[config.mk]
export PLATFORM = sky130hd
export DESIGN_NAME = tcx_timer_ctrl
export DESIGN_NICKNAME = d
export VERILOG_FILES = /design/src/tcx_pkg.sv /design/src/tcx_timer_ctrl.sv /design/src/tcx_pin_sync.sv
export VERILOG_INCLUDE_DIRS = /design/src
export SDC_FILE = /design/constraint.sdc
export NUM_CORES = 1
export LEC_CHECK = 0
export BUFFER_PORTS_ARGS = -buffer_cell sky130_fd_sc_hd__buf_2
export CAP_MARGIN = 20
export CORE_MARGIN = 1.5
export CORE_UTILIZATION = 35
export CTS_CLUSTER_SIZE = 8
export DETAILED_ROUTE_END_ITERATION = 7
export PLACE_DENSITY = 0.58
export SLEW_MARGIN = 10
export SYNTH_ARGS = -nofsm -noshare
export SYNTH_HDL_FRONTEND = slang
export SYNTH_HIERARCHICAL = 1
export SYNTH_SLANG_ARGS = --single-unit
[constraint.sdc]
create_clock -name I_CLK -period 2.6 [get_ports I_CLK]
set_input_delay 0.39 -clock I_CLK [delete_from_list [all_inputs] [get_ports I_CLK]]
set_output_delay 0.39 -clock I_CLK [all_outputs]
set_load 0.01 [all_outputs]
[src/tcx_consts.svh]
// Register offsets, field positions, reset values and pin indices of the timer block
`ifndef TCX_CONSTS_SVH
`define TCX_CONSTS_SVH

// Byte offsets on the special-function port
`define TCX_A_TMR01_CTRL   8'h88
`define TCX_A_TMR_MODE     8'h89
`define TCX_A_TMR0_LOW     8'h8A
`define TCX_A_TMR1_LOW     8'h8B
`define TCX_A_TMR0_HIGH    8'h8C
`define TCX_A_TMR1_HIGH    8'h8D
`define TCX_A_TMR2_CTRL    8'hC8
`define TCX_A_TMR2_RLD_LO  8'hCA
`define TCX_A_TMR2_RLD_HI  8'hCB
`define TCX_A_TMR2_LOW     8'hCC
`define TCX_A_TMR2_HIGH    8'hCD

// Timer 0/1 and external request control bits
`define TCX_B_OVF1         7
`define TCX_B_RUN1         6
`define TCX_B_OVF0         5
`define TCX_B_RUN0         4
`define TCX_B_XREQ1        3
`define TCX_B_XEDGE1       2
`define TCX_B_XREQ0        1
`define TCX_B_XEDGE0       0

// Timer 2 control bits
`define TCX_B_OVF2         7
`define TCX_B_EXTF2        6
`define TCX_B_RXBAUD       5
`define TCX_B_TXBAUD       4
`define TCX_B_TRIGEN2      3
`define TCX_B_RUN2         2
`define TCX_B_SRC2         1
`define TCX_B_TIMER2_CAPTURE_SELECT         0

// Mode register fields
`define TCX_B_TIMER1_PIN_GATING        7
`define TCX_B_SRC1         6
`define TCX_B_GATE0        3
`define TCX_B_SRC0         2
`define TCX_MODE_13BIT     2'h0
`define TCX_MODE_16BIT     2'h1
`define TCX_MODE_RELOAD8   2'h2
`define TCX_MODE_SPLIT     2'h3

`define TCX_RST_BYTE       8'h00
`define TCX_CNT_MAX        16'hFFFF

// Pin indices in the synchroniser
`define TCX_NPINS          6
`define TCX_P_EXT0         0
`define TCX_P_EXT1         1
`define TCX_P_CNT0         2
`define TCX_P_CNT1         3
`define TCX_P_CNT2         4
`define TCX_P_TRIG2        5

`endif

[src/tcx_pkg.sv]
// State types of the timer block
package tcx_pkg;
`include "tcx_consts.svh"

    typedef struct packed {
        logic [`TCX_NPINS-1:0] s1;
        logic [`TCX_NPINS-1:0] s2;
        logic [`TCX_NPINS-1:0] s3;
    } tcx_sync_t;

    typedef struct packed {
        logic [7:0] ctl01;
        logic [7:0] mode;
        logic [7:0] ctl2;
        logic [7:0] lo0;
        logic [7:0] hi0;
        logic [7:0] lo1;
        logic [7:0] hi1;
        logic [7:0] lo2;
        logic [7:0] hi2;
        logic [7:0] rld_lo;
        logic [7:0] rld_hi;
        logic [7:0] rdata;
        logic       rx_tick;
        logic       tx_tick;
    } tcx_state_t;

endpackage

[src/tcx_timer_ctrl.sv]
// Timer 0/1/2 counters, external request flags and their control registers
`timescale 1ns/1ns
`include "tcx_consts.svh"
// Notes on behaviour
// - Timer 1 overflow sets flag, except in timer 0 split mode where timer 0 high byte overflow sets it; vectoring clears it
// - Timer 1 counts only while run bit set
// - Timer 0 overflow sets flag; vectoring clears it
// - Timer 0 counts only while run bit set, except its split-mode high byte (timer 1 run bit)
// - Request 1 set by fall or low level
// - Vector clears edge requests; level requests follow pin
// - Request 1 select: set edge, clear level
// - Request 0 set by fall or low level
// - Request 0 select: set edge, clear level
// - Timer 2 overflow flag, never in baud use
// - Trigger fall with enable sets external flag
// - Receive baud from timer 2 or timer 1
// - Transmit baud from timer 2 or timer 1
// - Trigger enable gates capture/reload unless baud use
// - Timer 2 counts only while run bit set
// - Timer 2 source: count pin or core clock
// - Capture select: capture, else autoreload
// - Baud use forces autoreload, ignores capture select
// - Timer 0/1 byte registers, reset zero
// - Timer 2 byte registers, reset zero
// - Gate bit makes timer 1 need high pin
// - Mode 01 cascades bytes into 16 bits
// - Timer 2 rollover reloads from reload pair; capture mode rolls to zero
// - Capture copies count into reload pair
module tcx_timer_ctrl (
    input  wire logic       I_CLK,           // Core clock, 125 MHz
    input  wire logic       I_RST_N,         // Sync reset, active low
    input  wire logic [7:0] I_SFR_ADDR,      // Byte register address
    input  wire logic       I_SFR_WR,        // Byte write strobe
    input  wire logic [7:0] I_SFR_WDATA,     // Byte write data
    input  wire logic       I_SFR_RD,        // Byte read strobe
    output logic      [7:0] O_SFR_RDATA,     // Read data, next cycle
    input  wire logic       I_BIT_WR,        // Single-bit write strobe
    input  wire logic [7:0] I_BIT_ADDR,      // Bit address
    input  wire logic       I_BIT_VAL,       // Bit value
    input  wire logic       I_VEC_TMR0,      // Core vectors to timer 0
    input  wire logic       I_VEC_TMR1,      // Core vectors to timer 1
    input  wire logic       I_VEC_EXT0,      // Core vectors to request 0
    input  wire logic       I_VEC_EXT1,      // Core vectors to request 1
    input  wire logic       I_EXT0_PIN,      // External request 0 pin
    input  wire logic       I_EXT1_PIN,      // External request 1 pin
    input  wire logic       I_TMR0_CNT_PIN,  // Timer 0 count pin
    input  wire logic       I_TMR1_CNT_PIN,  // Timer 1 count pin
    input  wire logic       I_TMR2_CNT_PIN,  // Timer 2 count pin
    input  wire logic       I_TMR2_TRIG_PIN, // Timer 2 trigger pin
    output logic            O_TMR0_OVF_FLAG, // Timer 0 overflow flag
    output logic            O_TMR1_OVF_FLAG, // Timer 1 overflow flag
    output logic            O_EXT0_REQ,      // Request 0 flag
    output logic            O_EXT1_REQ,      // Request 1 flag
    output logic            O_TMR2_IRQ,      // Timer 2 overflow or external flag
    output logic            O_RX_BAUD_TICK,  // Receive baud tick pulse
    output logic            O_TX_BAUD_TICK   // Transmit baud tick pulse
);
    import tcx_pkg::*;

    tcx_state_t s_r;
    tcx_state_t s_nxt;

    logic [`TCX_NPINS-1:0] pin_lvl;
    logic [`TCX_NPINS-1:0] pin_fall;

    logic        t0_split;
    logic        t0_ev;
    logic        t1_ev;
    logic        t2_ev;
    logic [16:0] r0;
    logic [16:0] r1;
    logic [8:0]  h0;
    logic        ovf_h0;
    logic        set_ovf0;
    logic        set_ovf1;
    logic        baud2;
    logic        trig2;
    logic        ovf2;
    logic        set_ovf2;
    logic [15:0] cnt2;
    logic [15:0] rld2;
    logic [15:0] cnt2_nxt;
    logic        wr_c01;
    logic        wr_c2;

    tcx_pin_sync u_sync (
        .i_clk   (I_CLK),
        .i_rst_n (I_RST_N),
        .i_pins  ({I_TMR2_TRIG_PIN, I_TMR2_CNT_PIN, I_TMR1_CNT_PIN,
                   I_TMR0_CNT_PIN, I_EXT1_PIN, I_EXT0_PIN}),
        .o_level (pin_lvl),
        .o_fall  (pin_fall)
    );

    // One step of a timer 0/1 pair in the given mode: {overflow, high, low}
    function automatic logic [16:0] tmr_step(input logic [1:0] md, input logic [7:0] lo,
                                             input logic [7:0] hi, input logic ev);
        logic [13:0] c13;
        logic [16:0] c16;
        logic [8:0]  c8;
        logic [16:0] r;
        c13 = {1'b0, hi, lo[4:0]} + 14'h0001;
        c16 = {1'b0, hi, lo} + 17'h00001;
        c8  = {1'b0, lo} + 9'h001;
        r   = {1'b0, hi, lo};
        if (ev)
        begin
            case (md)
                `TCX_MODE_13BIT:   r = {c13[13], c13[12:5], lo[7:5], c13[4:0]};
                `TCX_MODE_16BIT:   r = c16;
                `TCX_MODE_RELOAD8: r = c8[8] ? {1'b1, hi, hi} : {1'b0, hi, c8[7:0]};
                default:           r = {c8[8], hi, c8[7:0]};
            endcase
        end
        return r;
    endfunction

    // Single-bit update for bit-addressed writes
    function automatic logic [7:0] put_bit(input logic [7:0] v, input logic [2:0] idx,
                                           input logic b);
        logic [7:0] r;
        r      = v;
        r[idx] = b;
        return r;
    endfunction

    always_comb
    begin
        s_nxt = s_r;

        // Timer 0 and timer 1 counting
        t0_split = s_r.mode[1:0] == `TCX_MODE_SPLIT;
        t0_ev    = s_r.ctl01[`TCX_B_RUN0]
                   && (!s_r.mode[`TCX_B_GATE0] || pin_lvl[`TCX_P_EXT0])
                   && (s_r.mode[`TCX_B_SRC0] ? pin_fall[`TCX_P_CNT0] : 1'b1);
        t1_ev    = s_r.ctl01[`TCX_B_RUN1]
                   && (!s_r.mode[`TCX_B_TIMER1_PIN_GATING] || pin_lvl[`TCX_P_EXT1])
                   && (s_r.mode[`TCX_B_SRC1] ? pin_fall[`TCX_P_CNT1] : 1'b1)
                   && (s_r.mode[5:4] != `TCX_MODE_SPLIT);
        r0       = tmr_step(s_r.mode[1:0], s_r.lo0, s_r.hi0, t0_ev);
        r1       = tmr_step(s_r.mode[5:4], s_r.lo1, s_r.hi1, t1_ev);
        // Split mode: high byte of timer 0 runs on the timer 1 run bit
        h0       = {1'b0, s_r.hi0} + 9'h001;
        ovf_h0   = t0_split && s_r.ctl01[`TCX_B_RUN1] && h0[8];
        s_nxt.lo0 = r0[7:0];
        s_nxt.hi0 = t0_split ? (s_r.ctl01[`TCX_B_RUN1] ? h0[7:0] : s_r.hi0) : r0[15:8];
        s_nxt.lo1 = r1[7:0];
        s_nxt.hi1 = r1[15:8];
        set_ovf0  = r0[16];
        set_ovf1  = t0_split ? ovf_h0 : r1[16];

        // Timer 2 counting, reload and capture
        baud2    = s_r.ctl2[`TCX_B_RXBAUD] || s_r.ctl2[`TCX_B_TXBAUD];
        cnt2     = {s_r.hi2, s_r.lo2};
        rld2     = {s_r.rld_hi, s_r.rld_lo};
        t2_ev    = s_r.ctl2[`TCX_B_RUN2]
                   && (s_r.ctl2[`TCX_B_SRC2] ? pin_fall[`TCX_P_CNT2] : 1'b1);
        trig2    = s_r.ctl2[`TCX_B_TRIGEN2] && pin_fall[`TCX_P_TRIG2];
        ovf2     = t2_ev && (cnt2 == `TCX_CNT_MAX);
        cnt2_nxt = cnt2;
        if (ovf2)
            cnt2_nxt = (baud2 || !s_r.ctl2[`TCX_B_TIMER2_CAPTURE_SELECT]) ? rld2 : 16'h0000;
        else if (t2_ev)
            cnt2_nxt = cnt2 + 16'h0001;
        if (trig2 && !baud2 && !s_r.ctl2[`TCX_B_TIMER2_CAPTURE_SELECT])
            cnt2_nxt = rld2;
        if (trig2 && !baud2 && s_r.ctl2[`TCX_B_TIMER2_CAPTURE_SELECT])
            {s_nxt.rld_hi, s_nxt.rld_lo} = cnt2;
        s_nxt.hi2 = cnt2_nxt[15:8];
        s_nxt.lo2 = cnt2_nxt[7:0];
        set_ovf2  = ovf2 && !baud2;

        // Baud ticks from the selected timer
        s_nxt.rx_tick = s_r.ctl2[`TCX_B_RXBAUD] ? ovf2 : r1[16];
        s_nxt.tx_tick = s_r.ctl2[`TCX_B_TXBAUD] ? ovf2 : r1[16];

        // Vector acknowledge clears
        if (I_VEC_TMR0)
            s_nxt.ctl01[`TCX_B_OVF0] = 1'b0;
        if (I_VEC_TMR1)
            s_nxt.ctl01[`TCX_B_OVF1] = 1'b0;
        if (I_VEC_EXT0 && s_r.ctl01[`TCX_B_XEDGE0])
            s_nxt.ctl01[`TCX_B_XREQ0] = 1'b0;
        if (I_VEC_EXT1 && s_r.ctl01[`TCX_B_XEDGE1])
            s_nxt.ctl01[`TCX_B_XREQ1] = 1'b0;

        // Byte writes override the count step of this cycle
        wr_c01 = (I_SFR_WR && I_SFR_ADDR == `TCX_A_TMR01_CTRL)
                 || (I_BIT_WR && {I_BIT_ADDR[7:3], 3'h0} == `TCX_A_TMR01_CTRL);
        wr_c2  = (I_SFR_WR && I_SFR_ADDR == `TCX_A_TMR2_CTRL)
                 || (I_BIT_WR && {I_BIT_ADDR[7:3], 3'h0} == `TCX_A_TMR2_CTRL);
        if (I_SFR_WR)
        begin
            case (I_SFR_ADDR)
                `TCX_A_TMR01_CTRL:  s_nxt.ctl01  = I_SFR_WDATA;
                `TCX_A_TMR_MODE:    s_nxt.mode   = I_SFR_WDATA;
                `TCX_A_TMR0_LOW:    s_nxt.lo0    = I_SFR_WDATA;
                `TCX_A_TMR1_LOW:    s_nxt.lo1    = I_SFR_WDATA;
                `TCX_A_TMR0_HIGH:   s_nxt.hi0    = I_SFR_WDATA;
                `TCX_A_TMR1_HIGH:   s_nxt.hi1    = I_SFR_WDATA;
                `TCX_A_TMR2_CTRL:   s_nxt.ctl2   = I_SFR_WDATA;
                `TCX_A_TMR2_RLD_LO: s_nxt.rld_lo = I_SFR_WDATA;
                `TCX_A_TMR2_RLD_HI: s_nxt.rld_hi = I_SFR_WDATA;
                `TCX_A_TMR2_LOW:    s_nxt.lo2    = I_SFR_WDATA;
                `TCX_A_TMR2_HIGH:   s_nxt.hi2    = I_SFR_WDATA;
                default:            s_nxt.rdata  = s_nxt.rdata;
            endcase
        end
        if (I_BIT_WR && {I_BIT_ADDR[7:3], 3'h0} == `TCX_A_TMR01_CTRL)
            s_nxt.ctl01 = put_bit(s_nxt.ctl01, I_BIT_ADDR[2:0], I_BIT_VAL);
        if (I_BIT_WR && {I_BIT_ADDR[7:3], 3'h0} == `TCX_A_TMR2_CTRL)
            s_nxt.ctl2 = put_bit(s_nxt.ctl2, I_BIT_ADDR[2:0], I_BIT_VAL);

        // Hardware sets win over clears in the same cycle
        if (set_ovf0)
            s_nxt.ctl01[`TCX_B_OVF0] = 1'b1;
        if (set_ovf1)
            s_nxt.ctl01[`TCX_B_OVF1] = 1'b1;
        if (s_r.ctl01[`TCX_B_XEDGE0])
        begin
            if (pin_fall[`TCX_P_EXT0])
                s_nxt.ctl01[`TCX_B_XREQ0] = 1'b1;
        end
        else
            s_nxt.ctl01[`TCX_B_XREQ0] = !pin_lvl[`TCX_P_EXT0];
        if (s_r.ctl01[`TCX_B_XEDGE1])
        begin
            if (pin_fall[`TCX_P_EXT1])
                s_nxt.ctl01[`TCX_B_XREQ1] = 1'b1;
        end
        else
            s_nxt.ctl01[`TCX_B_XREQ1] = !pin_lvl[`TCX_P_EXT1];
        if (set_ovf2)
            s_nxt.ctl2[`TCX_B_OVF2] = 1'b1;
        if (trig2)
            s_nxt.ctl2[`TCX_B_EXTF2] = 1'b1;

        // Read data registered on the read strobe
        if (I_SFR_RD)
        begin
            case (I_SFR_ADDR)
                `TCX_A_TMR01_CTRL:  s_nxt.rdata = s_r.ctl01;
                `TCX_A_TMR_MODE:    s_nxt.rdata = s_r.mode;
                `TCX_A_TMR0_LOW:    s_nxt.rdata = s_r.lo0;
                `TCX_A_TMR1_LOW:    s_nxt.rdata = s_r.lo1;
                `TCX_A_TMR0_HIGH:   s_nxt.rdata = s_r.hi0;
                `TCX_A_TMR1_HIGH:   s_nxt.rdata = s_r.hi1;
                `TCX_A_TMR2_CTRL:   s_nxt.rdata = s_r.ctl2;
                `TCX_A_TMR2_RLD_LO: s_nxt.rdata = s_r.rld_lo;
                `TCX_A_TMR2_RLD_HI: s_nxt.rdata = s_r.rld_hi;
                `TCX_A_TMR2_LOW:    s_nxt.rdata = s_r.lo2;
                `TCX_A_TMR2_HIGH:   s_nxt.rdata = s_r.hi2;
                default:            s_nxt.rdata = `TCX_RST_BYTE;
            endcase
        end
    end

    always_ff @(posedge I_CLK)
    begin
        if (!I_RST_N)
            s_r <= '0;
        else
            s_r <= s_nxt;
    end

    assign O_SFR_RDATA     = s_r.rdata;
    assign O_TMR0_OVF_FLAG = s_r.ctl01[`TCX_B_OVF0];
    assign O_TMR1_OVF_FLAG = s_r.ctl01[`TCX_B_OVF1];
    assign O_EXT0_REQ      = s_r.ctl01[`TCX_B_XREQ0];
    assign O_EXT1_REQ      = s_r.ctl01[`TCX_B_XREQ1];
    assign O_TMR2_IRQ      = s_r.ctl2[`TCX_B_OVF2] || s_r.ctl2[`TCX_B_EXTF2];
    assign O_RX_BAUD_TICK  = s_r.rx_tick;
    assign O_TX_BAUD_TICK  = s_r.tx_tick;

    a_ovf1_set: assert property (@(posedge I_CLK) disable iff (!I_RST_N)
        set_ovf1 |=> O_TMR1_OVF_FLAG)
        else $error("timer 1 overflow flag not set");

    a_ovf1_vector: assert property (@(posedge I_CLK) disable iff (!I_RST_N)
        (I_VEC_TMR1 && !set_ovf1 && !wr_c01) |=> !O_TMR1_OVF_FLAG)
        else $error("timer 1 flag not cleared on vector");

    a_run1_hold: assert property (@(posedge I_CLK) disable iff (!I_RST_N)
        (!s_r.ctl01[`TCX_B_RUN1] && !I_SFR_WR) |=> ($stable(s_r.lo1) && $stable(s_r.hi1)))
        else $error("timer 1 moved while stopped");

    a_ovf0_mode1: assert property (@(posedge I_CLK) disable iff (!I_RST_N)
        (t0_ev && s_r.mode[1:0] == `TCX_MODE_16BIT && {s_r.hi0, s_r.lo0} == 16'hFFFF)
        |=> (O_TMR0_OVF_FLAG && s_r.lo0 == 8'h00 && s_r.hi0 == 8'h00) or $past(I_SFR_WR))
        else $error("timer 0 16-bit rollover wrong");

    a_run0_count: assert property (@(posedge I_CLK) disable iff (!I_RST_N)
        (s_r.ctl01[`TCX_B_RUN0] && !s_r.mode[`TCX_B_GATE0] && !s_r.mode[`TCX_B_SRC0]
         && s_r.mode[1:0] == `TCX_MODE_16BIT && !I_SFR_WR)
        |=> {s_r.hi0, s_r.lo0} == $past({s_r.hi0, s_r.lo0}) + 16'h0001)
        else $error("timer 0 did not step");

    a_ext1_edge: assert property (@(posedge I_CLK) disable iff (!I_RST_N)
        (s_r.ctl01[`TCX_B_XEDGE1] && pin_fall[`TCX_P_EXT1]) |=> O_EXT1_REQ)
        else $error("request 1 edge lost");

    a_ext0_level: assert property (@(posedge I_CLK) disable iff (!I_RST_N)
        !s_r.ctl01[`TCX_B_XEDGE0] |=> (O_EXT0_REQ == !$past(pin_lvl[`TCX_P_EXT0])))
        else $error("request 0 does not follow level");

    a_ovf2_baud: assert property (@(posedge I_CLK) disable iff (!I_RST_N)
        (baud2 && !s_r.ctl2[`TCX_B_OVF2] && !wr_c2) |=> !s_r.ctl2[`TCX_B_OVF2])
        else $error("timer 2 flag set in baud use");

    a_trig_flag: assert property (@(posedge I_CLK) disable iff (!I_RST_N)
        trig2 |=> s_r.ctl2[`TCX_B_EXTF2])
        else $error("external flag not set");

    a_cap_copy: assert property (@(posedge I_CLK) disable iff (!I_RST_N)
        (trig2 && !baud2 && s_r.ctl2[`TCX_B_TIMER2_CAPTURE_SELECT] && !I_SFR_WR)
        |=> {s_r.rld_hi, s_r.rld_lo} == $past(cnt2))
        else $error("capture value wrong");

    a_baud_reload: assert property (@(posedge I_CLK) disable iff (!I_RST_N)
        (ovf2 && baud2 && !I_SFR_WR) |=> (cnt2 == $past(rld2) && O_RX_BAUD_TICK == $past(s_r.ctl2[5])))
        else $error("baud reload or tick wrong");

    a_run2_hold: assert property (@(posedge I_CLK) disable iff (!I_RST_N)
        (!s_r.ctl2[`TCX_B_RUN2] && !trig2 && !I_SFR_WR) |=> $stable(cnt2))
        else $error("timer 2 moved while stopped");

    a_src2_pin: assert property (@(posedge I_CLK) disable iff (!I_RST_N)
        (s_r.ctl2[`TCX_B_RUN2] && s_r.ctl2[`TCX_B_SRC2] && !pin_fall[`TCX_P_CNT2] && !trig2 && !I_SFR_WR)
        |=> $stable(cnt2))
        else $error("timer 2 stepped without count pin fall");

    a_timer1_pin_gating_hold: assert property (@(posedge I_CLK) disable iff (!I_RST_N)
        (s_r.mode[`TCX_B_TIMER1_PIN_GATING] && !pin_lvl[`TCX_P_EXT1] && !I_SFR_WR)
        |=> ($stable(s_r.lo1) && $stable(s_r.hi1)))
        else $error("timer 1 moved while gated off");

    a_tx_tick_src: assert property (@(posedge I_CLK) disable iff (!I_RST_N)
        !s_r.ctl2[`TCX_B_TXBAUD] |=> (O_TX_BAUD_TICK == $past(r1[16])))
        else $error("transmit tick not from timer 1");

endmodule

[src/tcx_pin_sync.sv]
// Two-stage pin synchroniser with falling-edge pulses
`timescale 1ns/1ns
`include "tcx_consts.svh"
module tcx_pin_sync (
    input  wire logic                  i_clk,    // Core clock
    input  wire logic                  i_rst_n,  // Sync reset, active low
    input  wire logic [`TCX_NPINS-1:0] i_pins,   // Raw pins
    output logic      [`TCX_NPINS-1:0] o_level,  // Synchronised level
    output logic      [`TCX_NPINS-1:0] o_fall    // One-cycle 1-to-0 pulse
);
    import tcx_pkg::*;

    tcx_sync_t s_r;
    tcx_sync_t s_nxt;

    always_comb
    begin
        s_nxt    = s_r;
        s_nxt.s1 = i_pins;
        s_nxt.s2 = s_r.s1;
        s_nxt.s3 = s_r.s2;
    end

    // Pins idle high so no spurious edge after reset
    always_ff @(posedge i_clk)
    begin
        if (!i_rst_n)
            s_r <= '{s1: '1, s2: '1, s3: '1};
        else
            s_r <= s_nxt;
    end

    assign o_level = s_r.s2;
    assign o_fall  = s_r.s3 & ~s_r.s2;

endmodule

==> results of run 1 <==
## state kept, by name (all words and copies together) (netlist names), 6 cells and up
name,count
O_SFR_RDATA,8
cnt2,16
rld2,16
s_r,52
u_sync/o_level,6
u_sync/s_nxt,6
u_sync/s_r,6
## cell type report
type	count	area, µm²
Clock buffer	17	425.4
Sequential cell	116	2322
Timing Repair Buffer	96	585.6
Inverter	9	33.78
Fill cell	2112	12480
Multi-Input combinational cell	744	4634
Tap cell	275	344.1
Antenna cell	1	2.502
Clock inverter	15	195.2
## per-stage QoR
stage | util [%] | instances | total power, mW
2_1_floorplan | - | 964 | 1.991
3_3_place_gp | 37.68 | 1240 | 2.099
3_5_place_dp | 37.68 | 1240 | 2.099
4_1_cts | 40.63 | 1272 | 4.562
5_1_grt | 40.64 | 1273 | 4.684
6_report | 40.64 | 1273 | 4.536
## cells in the final DEF (no fill, tap or decap), types with 5 or more instances in the layout
master	instances
sky130_fd_sc_hd__a211oi_1	14
sky130_fd_sc_hd__a21o_1	7
sky130_fd_sc_hd__a21oi_1	49
sky130_fd_sc_hd__a221oi_1	9
sky130_fd_sc_hd__a222oi_1	5
sky130_fd_sc_hd__a22o_1	9
sky130_fd_sc_hd__a22oi_1	14
sky130_fd_sc_hd__a311oi_1	21
sky130_fd_sc_hd__a31oi_1	23
sky130_fd_sc_hd__a32oi_1	5
sky130_fd_sc_hd__and2_1	14
sky130_fd_sc_hd__and3_1	15
sky130_fd_sc_hd__and4_1	6
sky130_fd_sc_hd__buf_2	54
sky130_fd_sc_hd__buf_4	42
sky130_fd_sc_hd__clkbuf_16	17
sky130_fd_sc_hd__dfxtp_1	116
sky130_fd_sc_hd__inv_1	9
sky130_fd_sc_hd__inv_6	6
sky130_fd_sc_hd__mux2_2	7
sky130_fd_sc_hd__mux2i_1	21
sky130_fd_sc_hd__nand2_1	114
sky130_fd_sc_hd__nand2b_1	16
sky130_fd_sc_hd__nand3_1	53
sky130_fd_sc_hd__nand3b_1	5
sky130_fd_sc_hd__nand4_1	19
sky130_fd_sc_hd__nor2_1	75
sky130_fd_sc_hd__nor2b_1	18
sky130_fd_sc_hd__nor3_1	19
sky130_fd_sc_hd__nor4_1	6
sky130_fd_sc_hd__nor4b_1	5
sky130_fd_sc_hd__o211ai_1	6
sky130_fd_sc_hd__o21ai_0	65
sky130_fd_sc_hd__o22ai_1	5
sky130_fd_sc_hd__or2b_1	9
sky130_fd_sc_hd__or3b_1	6
sky130_fd_sc_hd__xnor2_1	13
sky130_fd_sc_hd__xor2_1	12
## worst max path at each step
stage,startpoint,to,slack (ns),cells after the start
after detailed placement,I_SFR_ADDR[1],rld2[0],0.01,5
after CTS,s_r[66],s_r[64],0.20,7
after global routing,s_r[66],s_r[64],0.02,7
final,s_r[66],s_r[64],0.16,7
after global placement,I_SFR_ADDR[2],rld2[7],0.09,6
after floorplan,s_r[66],s_r[64],0.62,8
## critical path: cells and delay by family (launching register included)
kind,cells,cell delay (ns)
AO/OA/AOI/OAI,3,0.67
flip-flops,1,0.43
adder cells (fa/ha/maj),1,0.29
AND/OR/NAND/NOR,3,0.99
## routing by layer
metal  part of all wire (%)  wire length (µm)
met2                     46             11970
met4                    3.7               966
met3                    6.6              1703
met1                     43             11180
met5                      0                 0
## power breakdown
| group | internal (mW) | total, mW | switching [mW] |
|---|---|---|---|
| combinational | 0.0819 | 0.256 | 0.174 |
| sequential | 1.80 | 1.81 | 0.0148 |
| clock | 1.53 | 2.47 | 0.936 |
==> results.txt, run 1 <==
- Clock tree synthesis inserted a total of 17 buffers.
- Post-synth net total: 1008
- Warnings, synthesis: 6
- For this run, the post-layout net count is 1028.
- Required time at the endpoint of the critical path: 2.97 ns
* Post-route standard cell area excluding fillers: 8543 µm²
* Vias/cell: 5.977
- Lkg Pwr: 2.978 nW
* Die outline width: 149.5 µm
- Compared with the post-synthesis result, the final layout area differs by 13.72%.
* Global-route congestion overflow total: 0
- In the final routed layout, each cell accounts on average for 20.28 µm.
- Count of H-tree levels built during CTS: 4
* Global Route met1 Usage: 31.11%
* Post-route antenna net violation count: 0
- The worst register-to-register path ends at s_r[64].
* Max-slew headroom: 27.16%
- Power spread over the standard cell area amounts to 531.0 nW/µm².
- In this run the deepest clock path goes through 2 buffers.
- The startpoint identified for the worst register-to-register timing path is s_r[66].
- Cell with the largest stage delay on the worst path: sky130_fd_sc_hd__and4_1
- The congestion estimate from routability-driven global placement came to 0.9154.
* Buffers added on ports: 54
- In the global route stage, met2 resource usage came out at 38.50%.
* Min cycle time layout: 2.439 ns
- The worst register-to-register path has a depth of 7.
- Walking the worst path, the cells encountered are ha_1, and4_1, nand3_4, a211o_1, or3b_1, a21oi_1, o221a_1.
* Total of endpoints with negative setup slack in the final report: 0
- The first global-routing pass estimated 40.77 mm of wire.
- At the later pin of the worst-skew pair, clock insertion delay measures 0.43 ns.
- RSZ-0062 raised after global routing: no
- Wires add up to 25.81 mm.
- CP startpoint kind: flip-flop
- Setup slack on the worst reg-to-reg path comes out at 0.16 ns.
- Start point of the worst hold path: I_TMR2_CNT_PIN
* Max-slew violation count: 0
* Fraction of layout cells with a size suffix above 1: 15.85%
- Height of the chip: 149.5 µm
- Mapped cell area: 7512 µm²
- GRT Overall Usage: 23.92%
* Vias in the first global route: 7077
* Clock tree from TritonCTS: done
* DP HPWL: 18.24 mm
- Kind of end point of the critical path: flip-flop
- CTS saw 116 sinks.
- In this run the standard cell core region covers 21020 µm².
* Placement-stage worst setup slack: 0.01274 ns
- Number of instances in the synthesized netlist: 964
* Number of gates resized after cts: 0
* Worst vdd rail ir drop: 0.0004269 V
- Hold timing on the final database bottoms out at a slack of 0.1396 ns.
* Std-Cell Rows: 53
- The flow ran to the end, and the final reports show no timing, DRC or antenna violations.
- Number of maximum-capacitance constraint violations: 0
* Final Worst Setup Slack: 0.1613 ns
* DRC: 0
* Worst-path fanout max: 10
- Based on the critical path, the design can be clocked at up to 410.1 MHz.
* Hold Path End: u_sync/s_nxt[10]
- Critical path class: flip-flop to flip-flop
- The die covers 22350 µm².
* Sum Neg Setup Slack: 0 ns
- The count of endpoints failing hold in the final timing report came to 0.
- For this configuration, the core starts out at a cell density of 35.74%.
- Gr busiest metal: met2
- Via count of the routed design: 7609
* Top Ports: 55
- Of the available clock period, the critical path in the final layout requires 93.80%.
- The tree is rooted in a sky130_fd_sc_hd__clkbuf_16.
* Largest net degree at the start of global routing: 33
- Antenna violations before repair: 1
- The tightest min-delay check is of the input port to flip-flop type.
* Placement Cell Area: 7920 µm²
- Pre-Repair DR Iteration Count: 5
- Skew final: 0.006889 ns
- Syn_area_per_cell: 7.793 µm²
* Data arrival time of the worst path: 2.81 ns
- Number of cells on the worst hold path: 2
- After clock tree synthesis, the clock-pin slew on the worst setup and hold paths is 0.06 ns.
* Quantity of hold-fixing buffers added after cts: 0
* Post-CTS setup buffer count: 0
* Met3 usage in global routing: 4.116%
- Worst-Margin Slew: 1.089 ns
* Starting DRC count in detailed routing: 788
- On the worst path, the slowest cell contributes a delay of 0.48 ns.
(Power assumes the default switching activity.)
==> run 2: changes to the inputs <==
--- a/config.mk
+++ b/config.mk
@@ -6,6 +6,7 @@
 export SDC_FILE = /design/constraint.sdc
 export NUM_CORES = 1
 export LEC_CHECK = 0
+export ABC_AREA = 1
 export BUFFER_PORTS_ARGS = -buffer_cell sky130_fd_sc_hd__buf_2
 export CAP_MARGIN = 20
 export CORE_MARGIN = 1.5
==> constraint.sdc (replaced) <==
create_clock -name I_CLK -period 3.1 [get_ports I_CLK]
set_input_delay 0.465 -clock I_CLK [delete_from_list [all_inputs] [get_ports I_CLK]]
set_output_delay 0.465 -clock I_CLK [all_outputs]
set_load 0.01 [all_outputs]
==> results.txt, run 2 <==
* Starting DRC count in detailed routing: 1024 (was 788)
- Die outline width: 157.1 µm (was 149.5 µm)
- Via count of the routed design: 9244 (was 7609)
* Vias/cell: 5.368 (was 5.977)
- The largest buffer count on any clock path is 2 (unchanged).
* Switching power as a share of total power: 27.97% (was 24.80%)
* Fmax: 491.2 MHz (was 410.1 MHz)
- The switching power summed over all nets is 1.014 mW (was 1.125 mW).
- RSZ-0062 raised after global routing: no (unchanged)
* Total of endpoints with negative setup slack in the final report: 0 (unchanged)
- The worst-case setup margin in the final layout came to 1.064 ns (was 0.1613 ns).
* Post-route antenna net violation count: 0 (unchanged)
- Die area: 24670 µm² (was 22350 µm²)
* Fraction of layout cells with a size suffix above 1: 11.48% (was 15.85%)
* Post-CTS setup buffer count: 0 (unchanged)
- The count of inserted antenna diode cells was 0 (was 1).
- Root Buffer: sky130_fd_sc_hd__clkbuf_16 (unchanged)
* Pre-Repair DR Iteration Count: 5 (unchanged)
- The launching element type of the critical path is a flip-flop (unchanged).
- The sum of overflow across all layers after global routing is 0 (unchanged).
- Mapped cell area: 8309 µm² (was 7512 µm²)
- Std-Cell Rows: 56 (was 53)
* Initial Util: 35.51% (was 35.74%)
- The count of cells resized by post-cts repair was 0 (unchanged).
- The power share of the sequential group was 41.7% (was 39.9%).
* Outcome: complete, no violations (unchanged)
* Clock-pin slew reported for the worst setup and hold paths after clock tree synthesis: 0.07 ns (was 0.06 ns)
* Largest net degree at the start of global routing: 82 (was 33)
- Fill cell instance count of the final layout: 2620 (was 2112)
* Antenna violations before repair: 0 (was 1)
- Warnings, synthesis: 6 (unchanged)
- CTS Buf Count: 17 (unchanged)
- Worst-Margin Slew: 0.8212 ns (was 1.089 ns)
- Share of total power in the clock network: 52.7% (was 54.4%)
- The total power density per cell area came to 391.2 nW/µm² (was 531.0 nW/µm²).
- Type of the worst min-delay path: input port to flip-flop (unchanged)
* Top Ports: 55 (unchanged)
* Kind of end point of the critical path: flip-flop (unchanged)
* Placement-stage worst setup slack: 0.8777 ns (was 0.01274 ns)
- Leading cell types in the layout, fill and taps excluded: sky130_fd_sc_hd__nand2_1, sky130_fd_sc_hd__inv_1, sky130_fd_sc_hd__nand3_1 (was sky130_fd_sc_hd__dfxtp_1, sky130_fd_sc_hd__nand2_1, sky130_fd_sc_hd__nor2_1)
* WL final: 30.31 mm (was 25.81 mm)
- The flip-flop count of the largest register, all copies and words added came to 52 (unchanged).
- The count of endpoints failing hold in the final timing report was 0 (unchanged).
- The routability-driven placement congestion ratio came to 0.9807 (was 0.9154).
* Max-slew headroom: 45.26% (was 27.16%)
* Routed length per placed instance: 17.60 µm (was 20.28 µm)
- The maximum fanout along the worst path is 16 (was 10).
- Height of the chip: 157.1 µm (was 149.5 µm)
- Vias in the first global route: 8288 (was 7077)
- Count of H-tree levels built during CTS: 4 (unchanged)
- Largest register by flop count: s_r (unchanged)
* Skew final: 0.01365 ns (was 0.006889 ns)
* Min cycle time layout: 2.036 ns (was 2.439 ns)
* Quantity of hold-fixing buffers added after cts: 0 (unchanged)
* Number of instances in the synthesized netlist: 1367 (was 964)
- The required time of the critical path was 3.46 ns (was 2.97 ns).
- Clock tree from TritonCTS: done (unchanged)
- The max-cap violation count is 0 (unchanged).
- The count of final max-slew check failures came to 0 (unchanged).
- GRT Overall Usage: 25.21% (was 23.92%)
- The wire length of the first global-routing pass came to 47.31 mm (was 40.77 mm).
* Worst hold margin: 0.2077 ns (was 0.1396 ns)
* Signed area change from the synthesized netlist to the final layout: 11.53% (was 13.72%)
* Lkg Pwr: 3.983 nW (was 2.978 nW)
* Data arrival time of the worst path: 2.39 ns (was 2.81 ns)
- DP HPWL: 22.53 mm (was 18.24 mm)
- The post-synthesis net count came to 1411 (was 1008).
- Worst vdd rail ir drop: 0.0003267 V (was 0.0004269 V)
- The summed negative setup slack over all endpoints came to 0 ns (unchanged).
* Post-route fraction of the period consumed by the critical path: 65.68% (was 93.80%)
* DRC: 0 (unchanged)
* Net total in the final layout: 1434 (was 1028)
- Clock sink count: 116 (unchanged)
* Internal Pwr Total: 2.611 mW (was 3.411 mW)
- The leading cell type in the layout, fill and taps excluded is sky130_fd_sc_hd__nand2_1 (was sky130_fd_sc_hd__dfxtp_1).
* Clock insertion delay at the later pin of the skew report: 0.43 ns (about the same)
- The start-to-end type of the worst setup path is flip-flop to flip-flop (unchanged).
* Gate power share: 5.6% (about the same)
- The average size of a mapped cell is 6.078 µm² (was 7.793 µm²).
- The core area is 23400 µm² (was 21020 µm²).
- Buffers added on ports: 54 (unchanged)
-- run 2: cell types whose count changed in the layout (fill, tap and decap cells not counted), sizes merged, moves of 31 or more --
cell	delta
a21oi	+52
buf	-31
inv	+171
nand2	+206
nand3	+106
nor2	+85
o21ai	+85
-- run 2: power by group through the flow --
| stage | Sequential (mW) | Combinational (mW) | Clock [mW] |
|---|---|---|---|
| global placement | 1.55 | 0.201 | 0 |
| floorplan | 1.54 | 0.114 | 0 |
| CTS | 1.51 | 0.202 | 1.95 |
| detailed placement | 1.55 | 0.201 | 0 |
| finish | 1.51 | 0.204 | 1.91 |
| global route | 1.51 | 0.221 | 2.00 |
-- run 2: worst paths after layout --
path              startpoint                 to  slack (ns)  cells past startpoint
max                  cnt2[0]            cnt2[8]        1.06                      9
min           I_TMR1_CNT_PIN    u_sync/s_nxt[9]        0.21                      3
max reg2reg          cnt2[0]            cnt2[8]        1.06                      9
min reg2reg  u_sync/s_nxt[9]  u_sync/o_level[3]        0.40                      2
-- run 2: final cells by class --
| type | instances | area (µm²) | share of cell area [%] |
|---|---|---|---|
| Clock inverter | 15 | 140.1 | 1.512 |
| Inverter | 184 | 694.4 | 7.493 |
| Tap cell | 319 | 399.1 | 4.307 |
| Timing Repair Buffer | 65 | 352.8 | 3.807 |
| Sequential cell | 116 | 2322 | 25.06 |
| Multi-Input combinational cell | 1006 | 4933 | 53.23 |
| Clock buffer | 17 | 425.4 | 4.590 |
-- run 2: critical path: stages (launching register included) --
cell and delay (ns):
sky130_fd_sc_hd__dfxtp_1 0.46, sky130_fd_sc_hd__ha_1 0.21, sky130_fd_sc_hd__nand3_1 0.17, sky130_fd_sc_hd__nor2_2 0.22, sky130_fd_sc_hd__nand3b_4 0.15, sky130_fd_sc_hd__nand2_4 0.21, sky130_fd_sc_hd__inv_4 0.12, sky130_fd_sc_hd__nor2_8 0.17
sky130_fd_sc_hd__nand2_1 0.08, sky130_fd_sc_hd__a21oi_1 0.16
-- run 2: metal layers --
metal / global-route usage, % / vias to the layer above / routed length (µm)
met3: 3.442 / 59 / 2160
met1: 34.77 / 4255 / 13660
met5: 0 / - / 0
met4: 10.02 / 0 / 932
met2: 39.63 / 392 / 13560
li1: - / 4538 / -
-- run 2: metrics by stage --
stage	instances	power, mW	cell area (µm²)	util, %
after floorplan	1367	1.657	8309	-
after global placement	1690	1.747	8702	37.18
after detailed placement	1690	1.747	8702	37.18
after CTS	1722	3.666	9268	39.60
after global routing	1722	3.736	9268	39.60
final	1722	3.625	9268	39.60
==> run 3: changes to the inputs <==
==> constraint.sdc (replaced) <==
create_clock -name I_CLK -period 2 [get_ports I_CLK]
set_input_delay 0.3 -clock I_CLK [delete_from_list [all_inputs] [get_ports I_CLK]]
set_output_delay 0.3 -clock I_CLK [all_outputs]
set_load 0.01 [all_outputs]
==> results.txt, run 3 (synthesized netlist as in run 2, its figures left out) <==
- The uppermost signal routing layer after detailed routing is met4 (unchanged).
- Die outline width: 157.1 µm (unchanged)
- Outcome: complete, no violations (unchanged).
- The total chip power was 5.868 mW (was 3.625 mW).
* Final Worst Setup Slack: 0.1492 ns (was 1.064 ns)
- The start-to-end type of the worst setup path is flip-flop to flip-flop (unchanged).
* Clock-pin slew reported for the worst setup and hold paths after clock tree synthesis: 0.06 ns (was 0.07 ns)
- Min cycle time layout: 1.851 ns (was 2.036 ns)
- The total power density per cell area came to 612.8 nW/µm² (was 391.2 nW/µm²).
- Antenna violations before repair: 0 (unchanged)
- The number of global-route vias before repair came to 8525 (was 8288).
* Max-slew headroom: 63.31% (was 45.26%)
* Post-route antenna net violation count: 0 (unchanged)
* Leading cell types in the layout, fill and taps excluded: sky130_fd_sc_hd__nand2_1, sky130_fd_sc_hd__inv_1, sky130_fd_sc_hd__nand3_1 (unchanged)
* Vias/cell: 5.323 (was 5.368)
- Routed length on met1: 13.75 mm (was 13.66 mm)
- The number of levels the H-tree was split into is 4 (unchanged).
- CTS Buf Count: 17 (unchanged)
- Final number of hold-violating endpoints: 0 (unchanged)
- The register containing the most flip-flops in the final layout was s_r (unchanged).
* Largest buffer count on any clock path: 2 (unchanged)
- Number of antenna diodes: 0 (unchanged)
- Skew final: 0.009745 ns (was 0.01365 ns)
- The final-stage net count is 1467 (was 1434).
* Die area: 24670 µm² (unchanged)
* Fill cell instance count of the final layout: 2593 (was 2620)
* Lkg Pwr: 4.173 nW (was 3.983 nW)
- The routability-driven placement congestion ratio came to 0.9998 (was 0.9807).
- The launching element type of the critical path is a flip-flop (unchanged).
- Starting DRC count in detailed routing: 1100 (was 1024)
- Max-slew violation count: 0 (unchanged)
- The core area was 23400 µm² (unchanged).
- Initial Util: 35.51% (unchanged)
- Fraction of layout cells with a size suffix above 1: 13.72% (was 11.48%)
- The wire length of the first global-routing pass came to 48.07 mm (was 47.31 mm).
- The detailed-placement wirelength estimate is 23.31 mm (was 22.53 mm).
* Type of the worst min-delay path: input port to flip-flop (unchanged)
- Placement-stage worst setup slack: 0.1674 ns (was 0.8777 ns)
* WL final: 30.77 mm (was 30.31 mm)
* Height of the chip: 157.1 µm (unchanged)
- Final core utilization: 40.92% (was 39.60%)
* Worst-path fanout max: 16 (unchanged)
- Data arrival time of the worst path: 2.22 ns (was 2.39 ns)
* Most frequent standard cell in the layout excluding fill and tap cells: sky130_fd_sc_hd__nand2_1 (unchanged)
- The CTS tree is done (unchanged).
- Top Ports: 55 (unchanged)
- RSZ-0062 raised after global routing: no (unchanged).
* Via count of the routed design: 9341 (was 9244)
- The maximum vdd ir drop came to 0.0005581 V (was 0.0003267 V).
- The met3 wirelength from detailed routing came to 2.637 mm (was 2.160 mm).
* Routed length per placed instance: 17.53 µm (was 17.60 µm)
* Clock insertion delay at the later pin of the skew report: 0.44 ns (was 0.43 ns)
- Root Buffer: sky130_fd_sc_hd__clkbuf_16 (unchanged)
* Number of flip-flops in the largest register: 52 (unchanged)
- The endpoint kind of the worst setup timing path was a flip-flop (unchanged).
- Post-route fraction of the period consumed by the critical path: 92.54% (was 65.68%)
- The sum of overflow across all layers after global routing was 0 (unchanged).
* Sum Neg Setup Slack: 0 ns (unchanged)
* Std-Cell Rows: 56 (unchanged)
- Number of maximum-capacitance constraint violations: 0 (unchanged)
- The final-report setup violation count is 0 (unchanged).
- Worst-Margin Slew: 0.5474 ns (was 0.8212 ns)
* Signed area change from the synthesized netlist to the final layout: 15.24% (was 11.53%)
- The global routing usage summed across all routing layers came to 25.80% (was 25.21%).
- Required time at the endpoint of the critical path: 2.37 ns (was 3.46 ns)
* Pre-Repair DR Iteration Count: 5 (unchanged)
* Clock sink count: 116 (unchanged)
- Fmax: 540.3 MHz (was 491.2 MHz)
- DRC: 0 (unchanged)
- Largest net degree at the start of global routing: 62 (was 82)
- Buffers added on ports: 54 (unchanged)
* Met2 wire len: 13.42 mm (was 13.56 mm)
run 3: changes by cell type in the layout (fill, tap and decap cells not counted):
cell                        delta
sky130_fd_sc_hd__inv_6         +1
sky130_fd_sc_hd__dfxtp_1       -2
sky130_fd_sc_hd__buf_4        +31
sky130_fd_sc_hd__clkinv_8      -1
sky130_fd_sc_hd__ha_2          +1
sky130_fd_sc_hd__ha_1          -1
sky130_fd_sc_hd__dfxtp_2       +2
sky130_fd_sc_hd__buf_12        +2
sky130_fd_sc_hd__bufinv_16     +2
sky130_fd_sc_hd__inv_8         -2
run 3: critical path: stages (launching register included):
cell                       delay (ns)
sky130_fd_sc_hd__dfxtp_1         0.34
sky130_fd_sc_hd__ha_1            0.18
sky130_fd_sc_hd__nand3_1         0.16
sky130_fd_sc_hd__nor2_2          0.21
sky130_fd_sc_hd__nand3b_4        0.14
sky130_fd_sc_hd__nand2_4         0.21
sky130_fd_sc_hd__inv_4           0.12
sky130_fd_sc_hd__nor2_8          0.17
sky130_fd_sc_hd__nand2_1         0.09
sky130_fd_sc_hd__a21oi_1         0.15
run 3: where the power goes:
| group | total [mW] | switching, mW | internal [mW] | leakage, nW |
|---|---|---|---|---|
| combinational | 0.341 | 0.248 | 0.0934 | 2.95 |
| clock | 3.18 | 1.32 | 1.87 | 0.288 |
| sequential | 2.34 | 0.0126 | 2.33 | 0.939 |
| total | 5.87 | 1.58 | 4.29 | 4.17 |
run 3: final timing paths:
kind	start	endpoint	slack, ns	depth (start not counted)
worst max-delay path	cnt2[0]	cnt2[5]	0.15	9
worst max register to register	cnt2[0]	cnt2[5]	0.15	9
worst min register to register	u_sync/s_nxt[6]	u_sync/o_level[0]	0.40	2
worst min-delay path	I_TMR2_TRIG_PIN	u_sync/s_nxt[11]	0.03	3
run 3: metal layers:
| metal | global-route usage, % | up-vias |
|---|---|---|
| met4 | 10.87 | 0 |
| met3 | 4.653 | 68 |
| met1 | 35.12 | 4240 |
| li1 | - | 4612 |
| met5 | 0 | - |
| met2 | 39.97 | 421 |
run 3: area by class of cell:
cell class              count  area, µm²  share of cell area, %
multi-input cells        1006       4936                  51.55
flip-flops and latches    116       2325                  24.28
inverters                 184      694.4                  7.252
repair buffers             98      625.6                  6.533
clock buffers              17      425.4                  4.443
well taps                 319      399.1                  4.168
clock inverters            15      170.2                  1.777
run 3: per-stage QoR:
step / hold WS (ns) / instance area [µm²] / cells
after global routing: 0.03092 / 9575 / 1755
after CTS: 0.02193 / 9563 / 1754
after global placement: 0.3820 / 8967 / 1722
after detailed placement: 0.3887 / 8967 / 1722
final: 0.03043 / 9575 / 1755
after floorplan: 0.3795 / 8309 / 1367
run 3: what timing repair did:
item,in CTS,in global routing
setup buffers,0,1
hold buffers,0,0
setup endpoints to repair,0,3
resized for setup,0,3
